<file path="src/hdl/fcfr_consts.svh">
// Purpose: Opcodes, bit positions and reset values of the flash config/flag registers.
// Assumes: Included by its bare name from the design files.
// Notes:   Definitions only.
`ifndef FCFR_CONSTS_SVH
`define FCFR_CONSTS_SVH

// ****************************************************************
// Serial command codes
// ****************************************************************
`define FCFR_OP_WR_EN        8'h06
`define FCFR_OP_WR_DIS       8'h04
`define FCFR_OP_RD_FLAGS     8'h70
`define FCFR_OP_CLR_FLAGS    8'h50
`define FCFR_OP_RD_CFG       8'h65
`define FCFR_OP_WR_CFG       8'h61

// ****************************************************************
// Volatile protocol configuration fields
// ****************************************************************
`define FCFR_CFG_QUAD_BIT    7
`define FCFR_CFG_DUAL_BIT    6
`define FCFR_CFG_RSVD_BIT    5
`define FCFR_CFG_HOLD_BIT    4
`define FCFR_CFG_VPP_BIT     3
`define FCFR_CFG_DRV_MSB     2
`define FCFR_CFG_DRV_LSB     0
`define FCFR_CFG_RESET       8'hdf
`define FCFR_CFG_RSVD_VAL    1'b0
`define FCFR_DRV_RSVD_A      3'h0
`define FCFR_DRV_RSVD_B      3'h4

// ****************************************************************
// Flag status fields
// ****************************************************************
`define FCFR_FLG_READY_BIT   7
`define FCFR_FLG_ESUSP_BIT   6
`define FCFR_FLG_EERR_BIT    5
`define FCFR_FLG_PERR_BIT    4
`define FCFR_FLG_VPP_BIT     3
`define FCFR_FLG_PSUSP_BIT   2
`define FCFR_FLG_PROT_BIT    1
`define FCFR_FLG_RSVD_VAL    1'b0
`define FCFR_BITS_PER_BYTE   4'h8

`endif

</file>
<file path="src/hdl/fcfr_pkg.sv">
// Purpose: Types shared by the flash config/flag register block.
// Assumes: Nothing beyond the constants header.
// Notes:   Holds types only; numbers live in the header.
package fcfr_pkg;

   // Line protocol selected by the configuration register.
   typedef enum logic [1:0] {FCFR_EXT, FCFR_DUAL, FCFR_QUAD} fcfr_mode_e;

   // Position of the serial frame decoder.
   typedef enum logic [2:0] {
      FCFR_P_IDLE, FCFR_P_OPC, FCFR_P_DONE, FCFR_P_WDATA, FCFR_P_WFULL, FCFR_P_READ, FCFR_P_SKIP
   } fcfr_phase_e;

   // Whole state of the frame decoder and configuration register.
   typedef struct packed {
      fcfr_phase_e phase;
      fcfr_mode_e  mode;
      logic [3:0]  cnt;
      logic [7:0]  rx;
      logic [7:0]  opc;
      logic [7:0]  tx;
      logic [7:0]  cfg;
      logic        wel;
      logic        sclk_prev;
      logic        clr;
      logic [3:0]  dq;
      logic [3:0]  dq_oe;
   } fcfr_core_s;

   // Sticky error bits and sampled status levels of the flag register.
   typedef struct packed {
      logic ready;
      logic esusp;
      logic psusp;
      logic eerr;
      logic perr;
      logic vpp;
      logic prot;
   } fcfr_flags_s;

endpackage

</file>
<file path="src/hdl/fcfr_core.sv">
// Purpose: Serial-link side of the flash volatile configuration and flag status
//          registers: frame decoder, configuration register and read-out.
// Assumes: ref_clk_i is many times faster than the serial clock; link pins are
//          asynchronous and are synchronised before use; serial mode 0.
// Notes:   Other commands are skipped until chip select rises.
//
// Functional notes
// - Config bit 7 low selects four-line protocol; high default is single-line.
// - Config bit 6 low selects two-line protocol; high default is single-line.
// - Both bits low gives four-line protocol; four-line wins over two-line.
// - Protocol change takes effect when the configuration write completes.
// - Config bit 4 high enables hold/reset pin function; default high.
// - Config bit 3 low enables high-voltage acceleration for quad programs.
// - Bits 2:0 choose driver impedance; 111 default, 000 and 100 reserved.
// - Configuration readable and writable in single, two and four-line protocols.
// - Flag bit 7 low while a program or erase cycle runs.
// - Flag bit 6 high while erase suspended or suspend pending.
// - Flag bit 5 set on erase failure or protection refusal.
// - Flag bit 4 set on program failure, protection, or 0-to-1 attempt.
// - Flag bit 3 set on invalid program supply voltage.
// - Flag bit 2 high while program suspended or suspend pending.
// - Flag bit 1 set on protected sector or locked OTP target.
// - All flag bits are volatile; read by the flag read command.
// - Busy and suspend bits clear by themselves when the condition ends.
// - Error bits hold until the clear command, which zeroes them.
// - Flag read is 70h, clear is 50h; no address, no dummy.
`timescale 1ns/1ps
`include "fcfr_consts.svh"
module fcfr_core (
   input  wire logic               ref_clk_i,        // Core clock, 250 MHz.
   input  wire logic               resetn_i,         // Synchronous reset, active low.
   input  wire logic               sclk_i,           // Serial clock pin.
   input  wire logic               cs_n_i,           // Chip select pin, active low.
   input  wire logic [3:0]         dq_i,             // Data pins, input side.
   output logic      [3:0]         dq_o,             // Data pins, output side.
   output logic      [3:0]         dq_oe_o,          // Data pin drive enables.
   input  wire logic               busy_i,           // Array cycle in progress.
   input  wire logic               erase_susp_i,     // Erase suspend in effect.
   input  wire logic               prog_susp_i,      // Program suspend in effect.
   input  wire logic               erase_err_i,      // Pulse: erase error.
   input  wire logic               prog_err_i,       // Pulse: program error.
   input  wire logic               vpp_err_i,        // Pulse: supply error.
   input  wire logic               prot_err_i,       // Pulse: protection error.
   output fcfr_pkg::fcfr_mode_e    protocol_mode_o,  // Active line protocol.
   output logic                    hold_reset_en_o,  // Hold/reset pin function on.
   output logic                    vpp_accel_en_o,   // High-voltage acceleration on.
   output logic      [2:0]         drv_strength_o,   // Driver impedance code.
   output logic                    wel_o,            // Write enable latch.
   output logic      [7:0]         flags_o           // Flag status byte.
);
   import fcfr_pkg::*;

   // ****************************************************************
   // Helper functions
   // ****************************************************************

   // Lines used per serial clock edge in each protocol.
   function automatic logic [3:0] fcfr_lanes(input fcfr_mode_e m);
      case (m)
         FCFR_QUAD: fcfr_lanes = 4'h4;
         FCFR_DUAL: fcfr_lanes = 4'h2;
         default:   fcfr_lanes = 4'h1;
      endcase
   endfunction

   // Protocol implied by a configuration byte.
   function automatic fcfr_mode_e fcfr_decode(input logic [7:0] c);
      if (!c[`FCFR_CFG_QUAD_BIT]) begin
         fcfr_decode = FCFR_QUAD;
      end else if (!c[`FCFR_CFG_DUAL_BIT]) begin
         fcfr_decode = FCFR_DUAL;
      end else begin
         fcfr_decode = FCFR_EXT;
      end
   endfunction

   // Shift received lines into a byte, most significant first.
   function automatic logic [7:0] fcfr_shift_in(input logic [7:0] r, input logic [3:0] d,
                                                 input fcfr_mode_e m);
      case (m)
         FCFR_QUAD: fcfr_shift_in = {r[3:0], d[3:0]};
         FCFR_DUAL: fcfr_shift_in = {r[5:0], d[1:0]};
         default:   fcfr_shift_in = {r[6:0], d[0]};
      endcase
   endfunction

   // ****************************************************************
   // Pin synchronisation and flag register
   // ****************************************************************

   logic [5:0] pins_s;
   logic       sclk_s;
   logic       cs_n_s;
   logic [3:0] dq_s;
   logic [7:0] flags_w;

   // Chip select reads as deselected while in reset.
   fcfr_sync #(
      .WIDTH (6)
   ) u_sync (
      .ref_clk_i (ref_clk_i),
      .resetn_i  (resetn_i),
      .async_i   ({sclk_i, cs_n_i, dq_i}),
      .rst_val_i (6'h10),
      .sync_o    (pins_s)
   );

   assign sclk_s = pins_s[5];
   assign cs_n_s = pins_s[4];
   assign dq_s   = pins_s[3:0];

   fcfr_core_s s_q, s_d;

   fcfr_flags u_flags (
      .ref_clk_i    (ref_clk_i),
      .resetn_i     (resetn_i),
      .busy_i       (busy_i),
      .erase_susp_i (erase_susp_i),
      .prog_susp_i  (prog_susp_i),
      .erase_err_i  (erase_err_i),
      .prog_err_i   (prog_err_i),
      .vpp_err_i    (vpp_err_i),
      .prot_err_i   (prot_err_i),
      .clear_i      (s_q.clr),
      .flags_o      (flags_w)
   );

   // ****************************************************************
   // Read-back values
   // ****************************************************************

   logic [7:0] cfg_rd;
   logic [7:0] rd_val;

   always_comb begin
      cfg_rd                     = s_q.cfg;
      cfg_rd[`FCFR_CFG_RSVD_BIT] = `FCFR_CFG_RSVD_VAL;
   end

   assign rd_val = (s_q.opc == `FCFR_OP_RD_FLAGS) ? flags_w : cfg_rd;

   // ****************************************************************
   // Frame decoder
   // ****************************************************************

   logic       rise;
   logic       fall;
   logic [3:0] lanes;
   logic [7:0] rx_nx;
   logic [3:0] cnt_nx;
   logic [7:0] cfg_nx;

   assign rise   = sclk_s & ~s_q.sclk_prev;
   assign fall   = ~sclk_s & s_q.sclk_prev;
   assign lanes  = fcfr_lanes(s_q.mode);
   assign rx_nx  = fcfr_shift_in(s_q.rx, dq_s, s_q.mode);
   assign cnt_nx = s_q.cnt + lanes;

   // Incoming configuration byte; a reserved impedance code keeps the old one,
   // so the pads never see an undefined driver setting.
   always_comb begin
      cfg_nx = s_q.rx;
      cfg_nx[`FCFR_CFG_RSVD_BIT] = `FCFR_CFG_RSVD_VAL;
      if (s_q.rx[2:0] == `FCFR_DRV_RSVD_A || s_q.rx[2:0] == `FCFR_DRV_RSVD_B) begin
         cfg_nx[`FCFR_CFG_DRV_MSB:`FCFR_CFG_DRV_LSB] = s_q.cfg[2:0];
      end
   end

   // Commands act at chip select rise, so a frame cut short does nothing.
   always_comb begin
      s_d           = s_q;
      s_d.sclk_prev = sclk_s;
      s_d.clr       = 1'b0;
      if (cs_n_s) begin
         case (s_q.phase)
            FCFR_P_DONE: begin
               case (s_q.opc)
                  `FCFR_OP_WR_EN:     s_d.wel = 1'b1;
                  `FCFR_OP_WR_DIS:    s_d.wel = 1'b0;
                  `FCFR_OP_CLR_FLAGS: s_d.clr = 1'b1;
                  default:            s_d.wel = s_q.wel;
               endcase
            end
            FCFR_P_WFULL: begin
               if (s_q.wel) begin
                  s_d.cfg  = cfg_nx;
                  s_d.mode = fcfr_decode(cfg_nx);
                  s_d.wel  = 1'b0;
               end
            end
            default: begin
               s_d.wel = s_q.wel;
            end
         endcase
         s_d.phase = FCFR_P_IDLE;
         s_d.cnt   = 4'h0;
         s_d.dq_oe = 4'h0;
      end else if (rise) begin
         case (s_q.phase)
            FCFR_P_IDLE, FCFR_P_OPC: begin
               s_d.rx    = rx_nx;
               s_d.cnt   = cnt_nx;
               s_d.phase = FCFR_P_OPC;
               if (cnt_nx == `FCFR_BITS_PER_BYTE) begin
                  s_d.opc = rx_nx;
                  s_d.cnt = 4'h0;
                  case (rx_nx)
                     `FCFR_OP_RD_FLAGS, `FCFR_OP_RD_CFG: begin
                        s_d.phase = FCFR_P_READ;
                        s_d.tx    = (rx_nx == `FCFR_OP_RD_FLAGS) ? flags_w : cfg_rd;
                     end
                     `FCFR_OP_WR_CFG: s_d.phase = FCFR_P_WDATA;
                     `FCFR_OP_WR_EN, `FCFR_OP_WR_DIS, `FCFR_OP_CLR_FLAGS: begin
                        s_d.phase = FCFR_P_DONE;
                     end
                     default: s_d.phase = FCFR_P_SKIP;
                  endcase
               end
            end
            FCFR_P_WDATA: begin
               s_d.rx  = rx_nx;
               s_d.cnt = cnt_nx;
               if (cnt_nx == `FCFR_BITS_PER_BYTE) begin
                  s_d.phase = FCFR_P_WFULL;
               end
            end
            // Extra clocks after a complete command abandon it.
            FCFR_P_DONE, FCFR_P_WFULL: s_d.phase = FCFR_P_SKIP;
            default:                   s_d.phase = s_q.phase;
         endcase
      end else if (fall && s_q.phase == FCFR_P_READ) begin
         // Data changes on the falling edge so it is stable at the host's rising edge.
         case (s_q.mode)
            FCFR_QUAD: begin
               s_d.dq    = s_q.tx[7:4];
               s_d.dq_oe = 4'hf;
            end
            FCFR_DUAL: begin
               s_d.dq    = {2'h0, s_q.tx[7:6]};
               s_d.dq_oe = 4'h3;
            end
            default: begin
               s_d.dq    = {2'h0, s_q.tx[7], 1'b0};
               s_d.dq_oe = 4'h2;
            end
         endcase
         s_d.tx  = s_q.tx << lanes;
         s_d.cnt = cnt_nx;
         // Reading repeats; each byte is a fresh snapshot of the register.
         if (cnt_nx == `FCFR_BITS_PER_BYTE) begin
            s_d.tx  = rd_val;
            s_d.cnt = 4'h0;
         end
      end
   end

   // All decoder state in one register.
   always_ff @(posedge ref_clk_i) begin
      if (!resetn_i) begin
         s_q           <= '0;
         s_q.phase     <= FCFR_P_IDLE;
         s_q.mode      <= FCFR_EXT;
         s_q.cfg       <= `FCFR_CFG_RESET;
      end else begin
         s_q <= s_d;
      end
   end

   // ****************************************************************
   // Outputs
   // ****************************************************************

   assign protocol_mode_o = s_q.mode;
   assign hold_reset_en_o = s_q.cfg[`FCFR_CFG_HOLD_BIT];
   assign vpp_accel_en_o  = ~s_q.cfg[`FCFR_CFG_VPP_BIT];
   assign drv_strength_o  = s_q.cfg[`FCFR_CFG_DRV_MSB:`FCFR_CFG_DRV_LSB];
   assign wel_o           = s_q.wel;
   assign flags_o         = flags_w;
   assign dq_o            = s_q.dq;
   assign dq_oe_o         = s_q.dq_oe;

endmodule

</file>
<file path="src/hdl/fcfr_flags.sv">
// Purpose: Flag status byte: live status bits and sticky error bits.
// Assumes: Status levels and error pulses come from array logic on ref_clk_i.
// Notes:   An error pulse in the cycle of a clear leaves the bit set.
`timescale 1ns/1ps
`include "fcfr_consts.svh"
module fcfr_flags (
   input  wire logic       ref_clk_i,     // Core clock.
   input  wire logic       resetn_i,      // Synchronous reset, active low.
   input  wire logic       busy_i,        // Program/erase/register write cycle running.
   input  wire logic       erase_susp_i,  // Erase suspended or suspend pending.
   input  wire logic       prog_susp_i,   // Program suspended or suspend pending.
   input  wire logic       erase_err_i,   // Pulse: erase failed or refused.
   input  wire logic       prog_err_i,    // Pulse: program failed, refused, or 0-to-1 at high VPP.
   input  wire logic       vpp_err_i,     // Pulse: bad program supply during an operation.
   input  wire logic       prot_err_i,    // Pulse: protected sector or locked OTP targeted.
   input  wire logic       clear_i,       // Pulse: clear command executed.
   output logic      [7:0] flags_o        // Flag status byte, registered.
);
   import fcfr_pkg::*;

   fcfr_flags_s s_q, s_d;

   // Status bits follow their conditions; error bits hold until cleared.
   always_comb begin
      s_d = s_q;
      s_d.ready = ~busy_i;
      s_d.esusp = erase_susp_i;
      s_d.psusp = prog_susp_i;
      if (clear_i) begin
         s_d.eerr = 1'b0;
         s_d.perr = 1'b0;
         s_d.vpp  = 1'b0;
         s_d.prot = 1'b0;
      end
      if (erase_err_i) begin
         s_d.eerr = 1'b1;
      end
      if (prog_err_i) begin
         s_d.perr = 1'b1;
      end
      if (vpp_err_i) begin
         s_d.vpp = 1'b1;
      end
      if (prot_err_i) begin
         s_d.prot = 1'b1;
      end
   end

   always_ff @(posedge ref_clk_i) begin
      if (!resetn_i) begin
         s_q <= '{ready: 1'b1, default: 1'b0};
      end else begin
         s_q <= s_d;
      end
   end

   // Reserved bit 0 is fixed; the error sources never reach it.
   always_comb begin
      flags_o                       = 8'h00;
      flags_o[`FCFR_FLG_READY_BIT]  = s_q.ready;
      flags_o[`FCFR_FLG_ESUSP_BIT]  = s_q.esusp;
      flags_o[`FCFR_FLG_EERR_BIT]   = s_q.eerr;
      flags_o[`FCFR_FLG_PERR_BIT]   = s_q.perr;
      flags_o[`FCFR_FLG_VPP_BIT]    = s_q.vpp;
      flags_o[`FCFR_FLG_PSUSP_BIT]  = s_q.psusp;
      flags_o[`FCFR_FLG_PROT_BIT]   = s_q.prot;
      flags_o[0]                    = `FCFR_FLG_RSVD_VAL;
   end

endmodule

</file>
<file path="src/hdl/fcfr_sync.sv">
// Purpose: Two flip-flop synchroniser for pins from outside the clock domain.
// Assumes: Inputs are levels that stay put for several clock periods.
// Notes:   Only the second stage is visible outside.
`timescale 1ns/1ps
module fcfr_sync #(
   parameter int WIDTH = 6
) (
   input  wire logic             ref_clk_i,  // Core clock.
   input  wire logic             resetn_i,   // Synchronous reset, active low.
   input  wire logic [WIDTH-1:0] async_i,    // Raw pin levels.
   input  wire logic [WIDTH-1:0] rst_val_i,  // Level shown while in reset.
   output logic      [WIDTH-1:0] sync_o      // Synchronised levels.
);

   // Refuse a width that leaves nothing to synchronise.
   if (WIDTH < 1) begin : g_chk
      $error("fcfr_sync WIDTH must be at least 1");
   end

   typedef struct packed {
      logic [WIDTH-1:0] s1;
      logic [WIDTH-1:0] s2;
   } fcfr_sync_s;

   fcfr_sync_s s_q, s_d;

   // Stage one feeds stage two only.
   always_comb begin
      s_d    = s_q;
      s_d.s1 = async_i;
      s_d.s2 = s_q.s1;
   end

   // The reset value is a port, so it is loaded as data, not as a reset constant.
   always_ff @(posedge ref_clk_i) begin
      if (!resetn_i) begin
         s_q.s1 <= rst_val_i;
         s_q.s2 <= rst_val_i;
      end else begin
         s_q <= s_d;
      end
   end

   assign sync_o = s_q.s2;

endmodule

</file>
<file path="config.mk">
export PLATFORM = sky130hd
export DESIGN_NAME = fcfr_core
export DESIGN_NICKNAME = d
export VERILOG_FILES = /design/src/hdl/fcfr_pkg.sv /design/src/hdl/fcfr_core.sv /design/src/hdl/fcfr_flags.sv /design/src/hdl/fcfr_sync.sv
export VERILOG_INCLUDE_DIRS = /design/src /design/src/hdl
export SDC_FILE = /design/constraint.sdc
export NUM_CORES = 1
export LEC_CHECK = 0
export ABC_AREA = 1
export BUFFER_PORTS_ARGS = -buffer_cell sky130_fd_sc_hd__buf_2
export CAP_MARGIN = 20
export CORE_MARGIN = 3
export CORE_UTILIZATION = 50
export CTS_BUF_LIST = sky130_fd_sc_hd__clkbuf_4 sky130_fd_sc_hd__clkbuf_8 sky130_fd_sc_hd__clkbuf_16
export CTS_CLUSTER_SIZE = 28
export DETAILED_ROUTE_END_ITERATION = 7
export GPL_ROUTABILITY_DRIVEN = 0
export HOLD_SLACK_MARGIN = 0.12
export PLACE_DENSITY = 0.69
export RECOVER_POWER = 50
export SLEW_MARGIN = 10
export SYNTH_ARGS = -nofsm -noshare
export SYNTH_HDL_FRONTEND = slang
export SYNTH_SLANG_ARGS = --single-unit
</file>
<file path="constraint.sdc">
create_clock -name ref_clk_i -period 3.35 [get_ports ref_clk_i]
set_input_delay 0.1675 -clock ref_clk_i [delete_from_list [all_inputs] [get_ports ref_clk_i]]
set_output_delay 0.1675 -clock ref_clk_i [all_outputs]
set_load 0.02 [all_outputs]
</file>
Word-level counts from Yosys, hierarchy flattened --
Cells that the tools add are included. Widths: inputs -> output; s select.
Storage, ports and cells: flip-flop bits (word level) 70, bits of input ports 15, output and inout port bits 24, word-level logic and storage cells 116
Cells by class: $add $sub $neg 1, equal/unequal tests 25, shifts and indexed selects 1, muxes and demuxes 29, bitwise gates (word level) 10, reduce and logical (&&, ||, !) cells 28
Operators with widths (count):
- $mux 8 | 8
- $eq 8x7->1 const B | 6
- $eq 8x3->1 const B | 4
- $pmux 8 s2 | 2
- $pmux 12 s2 | 1
- $pmux 3 s3 | 2
- $reduce_and 3->1 | 6
- $mux 4 | 4
- $reduce_bool 2->1 | 7
- $eq 3x3->1 const B | 3
- $not 1->1 | 8
- $reduce_and 4->1 | 2
- $reduce_or 2->1 | 4
- $shl 8x4->8 | 1
- $eq 3x2->1 const B | 2
- $logic_not 3->1 | 2
- $mux 1 | 6
- $mux 3 | 2
- $ne 2x1->1 const B | 3
- $ne 3x1->1 const B | 2
- $pmux 3 s2 | 1
- $reduce_and 5->1 | 1
- $add 4x4->4 | 1
- $eq 4x4->1 const B | 1
- other kinds (12) | 15

Longest topological paths before layout --
word-level depth 8, depth in mapped cells 20

Hierarchy --
Synthesis repeated with hierarchy kept, for this count alone.
Unflattened totals: cell total of the unflattened synthesis 598, area total of the unflattened synthesis 4002.6 µm²
Modules (own cells, without submodules):
- fcfr_core | instances 1, cells an instance 526, area each 3392.0 µm²
- fcfr_sync | instances 1, cells an instance 44, area each 367.9 µm²
- fcfr_flags | instances 1, cells an instance 28, area each 242.7 µm²

Worst setup path after synthesis --
OpenSTA, ideal clock, no wires.
path type flip-flop to flip-flop, start point register s_q (netlist bit protocol_mode_o[0]), end point register s_q[34] (netlist name), library setup time 117 ps, arrival time 2248 ps, data required time 3233 ps, path slack 985 ps, stages on the path, launching flop included 15, cells stage by stage dfxtp_1 inv_1 ha_1 buf_6 nand2_1 inv_2 ha_1 or2_1 nor2_4 inv_2 nor2_4 nand3_2 buf_2 nor3_1 nor2_1
Between the ends: longest elaborated chain between the ends 5, elaborated cells on any way between the ends 7, those cells by class 1 x add/sub; 3 x eq/ne; 2 x mux; 1 x reduce/logical
RTL lines:
- start: declaration | line fcfr_core.sv:112 | fcfr_core_s s_q, s_d;
- $eq 2x1->1 or $eq 2x2->1 (tied branches) | line fcfr_core.sv:59, fcfr_core.sv:80
- $pmux 3 s2 | line fcfr_core.sv:59 | case (m)
- $add 4x4->4 | line fcfr_core.sv:157 | assign cnt_nx = s_q.cnt + lanes;
- $eq 4x4->1 (no line)
- $reduce_and 4->1 (no line)
Parallel ways exist; a longest one is shown, timed or not. A chain may end at the register's enable or synchronous reset.

Worst setup path in the final report --
start point register s_q (netlist bit protocol_mode_o[0]), end point register s_q[31] (netlist name)
Same word-level chain as after synthesis.

==> impl_metrics.toml <==
[yosys]
syn_area_per_cell_um2 = 6.55
asyncSetResetFlopFracSynth_pct = 0
netlist_top_cells_area = "dfxtp_1, nand2_1, inv_1"
synth_xor_area_share_pct = 0
synth_cell_types = 36
portion_of_netlist_area_occupied_by_mux_cells_pct = 0
synth_area_leader_cell = "dfxtp_1"
synth_top_family_by_area = "simple AND/OR/NAND/NOR gates"
synth_enable_flop_cells = 0
synth_top_area_share_pct = 35.5
synth_compound_gate_area_share_pct = 12.5
yosysSeqAreaShare_pct = 35.5
yosys_warn_count = 0
synthCells = 594
synthesis.nets = 614
synthFlopType = "dfxtp_1"
postSynthRegisterBits = 69
synth_simple_gate_area_share_pct = 36.0
synth_adder_area_share_pct = 1.61
mappedNetlistArea_um2 = 3890

[clock_tree]
cts_root_buf = "clkbuf_8"
cts-htree-levels = 3
cts_hold_repair.buffers = 13
cts-buffers-inserted = 9
postCtsSetupRepairBufs = 0
clock_tree.buffer_depth = 2
clkSinkCount = 69
clock_tree_from_tritoncts = "built"
worst_skew_pair_latency_ns = 0.35
cts.repair.resized = 0
clk_pin_slew_worst_paths_ns = 0.08

[place]
placed_cells_incl_taps = 696
input_output_buffers = 37
dpl-instance-area_um2 = 3980
dp_worst_setup_slack_ns = 0.424
hpwlAfterDp_mm = 7.02

[layout]
area_delta_synth_final_pct = 9.49
multi_input_area_um2 = 1950
antenna-diode-count = 0
post_layout_nets = 641
fill_cells = 766
seq_area_um2 = 1380
fin_cells = 725
final_layout_size_suffix_gt1_share_pct = 11.3
utilization_after_layout_pct = 57.5
final_design_area_no_fill_um2 = 4260

[sta]
fmaxAchievable_mhz = 339
hold_violations = 0
rsz_0062_raised_after_global_routing = "false"
slew_violations = 45
post-route-worst-setup-slack_ns = 0.402
setup_tns_after_final_layout_ns = 0
worstMarginPinSlew_ns = 1.83
final.min_clock_period_ns = 2.95
report.final.setup_viol = 0
fin_hold_ws_ns = 0.355
slew_headroom_pct = -21.7
post-route-period-util_pct = 88.0
finClkSkew_ns = 0.00751

[floorplanning]
rows = 31
floorplan.die_area_um2 = 8870
core_area_um2 = 7410
die_outline_width_um = 94.2
initial_utilization_pct = 52.5
die-height_um = 94.2
ioPinCount = 39

[global_route]
grt_first_pass_wirelength_mm = 16.0
grt_use_total_pct = 22.9
gr-total-overflow = 0
global_route.usage.met1_pct = 29.7
grt_max_degree = 45
antenna_found_initial = 0
grt_use_met3_pct = 4.81
use_met2_pct = 37.5
first_global_vias = 3415
grt_most_used_layer = "met2"

[detailed_routing]
drt.antenna.violating_nets = 0
vias_per_cell = 5.07
average_wire_per_standard_cell_um = 13.3
drt_first_pass_iters = 5
detail_route.wirelength_mm = 9.63
remaining_drc_errors = 0
routed-via-count = 3673
first_iter_violations = 267

[setup_path]
critPathMaxFanout = 16
crit_path_max_incr_delay_ns = 0.55
critPathArrivalTime_ns = 3.18
timing.critical_path.required_ns = 3.58
setup.worst_path.start_class = "flip-flop"
worst-r2r-setup-slack_ns = 0.40
critPathKind = "flip-flop to flip-flop"
slowest_stage = "ha_1"
kind_of_end_point_of_the_critical_path = "flip-flop"
timing.critical_path.cells = "inv_1 -> ha_1 -> nand2_1 -> inv_2 -> ha_1 -> or2_1 -> nor2_4 -> inv_2 -> nor2_4 -> nand3_2 -> o21ai_0 -> a21oi_1"

[hold_path]
worstHoldPathType = "input pin to flip-flop"

[pwr]
power_leakage_nw = 2.04
irDropWorstVdd_mv = 0.220
cellPowerDensity_nw_per_um2 = 373
power_total_mw = 1.59

[status]
failed_checks = "capacitance limit, slew limit"
run_status = "finished with violations"

[run]
drv.max_cap_violation_count = 1
-- placed cells by master (no fill, tap or decap), drive strengths merged, types with 2 or more instances in the layout --
master and count:
clkbuf 36, a211oi 3, inv 84, ha 5, nor2 71, nand2 163, dlygate4sd3 13, buf 15
nand3 49, dfxtp 69, nor3 6, clkinvlp 2, clkinv 2, o21ai 47, nand4 11, a21oi 36
or2 6
-- area by class of cell --
type,instances,share of cell area (%)
clock buffer,11,3.56
clock inverter,5,0.793
inverter,83,7.32
multi-input combinational,405,45.8
sequential,69,32.4
tap,99,2.91
timing repair buffer,53,7.14
-- state kept, by name (all words and copies together), names as in the netlist --
name,cells
cfg_nx,4
cfg_rd,3
dq_o,4
dq_oe_o,3
drv_strength_o,3
hold_reset_en_o,1
protocol_mode_o,2
s_q,29
u_flags.flags_o,7
u_sync.s_d,6
u_sync.sync_o,6
wel_o,1
-- per-layer routing --
| metal | vias to the layer above | part of all wire [%] |
|---|---|---|
| li1 | 1915 | - |
| met1 | 1634 | 46 |
| met2 | 101 | 46 |
| met3 | 23 | 5.5 |
| met4 | 0 | 2.5 |
| met5 | - | 0 |
-- power breakdown --
part | switching (mW) | total [mW] | internal [mW]
clock | 0.335 | 0.644 | 0.309
combinational | 0.0610 | 0.0989 | 0.0380
sequential | 0.0102 | 0.845 | 0.835
total | 0.406 | 1.59 | 1.18
-- path summary, 6_finish.rpt --
kind	start	endpoint	cells after the start
min reg2reg	u_sync.s_d[5]	u_sync.sync_o[5]	2
max reg2reg	protocol_mode_o[0]	s_q[31]	12
min	resetn_i	u_flags.flags_o[1]	3
max	protocol_mode_o[0]	s_q[31]	12
-- kinds of logic (layout without fill, tap and decap cells) --
group,after synthesis,count (layout)
compound gates,91,91
other cells,1,1
flops,69,69
simple gates,308,308
buf+inv,120,152
fa+ha+maj,5,5
-- cell usage after synthesis, types with 2 or more instances --
| cell type | n |
|---|---|
| nand2_1 | 153 |
| inv_1 | 76 |
| dfxtp_1 | 69 |
| nor2_1 | 65 |
| nand3_1 | 41 |
| o21ai_0 | 40 |
| a21oi_1 | 35 |
| buf_4 | 17 |
| nand4_1 | 11 |
| buf_2 | 9 |
| nand2_2 | 9 |
| clkbuf_1 | 7 |
| inv_2 | 7 |
| nand3_2 | 7 |
| o21ai_1 | 7 |
| ha_1 | 5 |
| nor2_4 | 5 |
| or2_2 | 5 |
| buf_6 | 4 |
| nor3_1 | 4 |
| a211oi_1 | 2 |
| nor3_2 | 2 |
-- critical path, delay by kind of cell, from the launching register on --
kind,cells,cell delay [ns]
AO/OA/AOI/OAI,2,0.34
buffers and inverters,3,0.25
flip-flops,1,0.41
AND/OR/NAND/NOR,5,1.07
adder cells (fa/ha/maj),2,0.78
(Power assumes the default switching activity.)
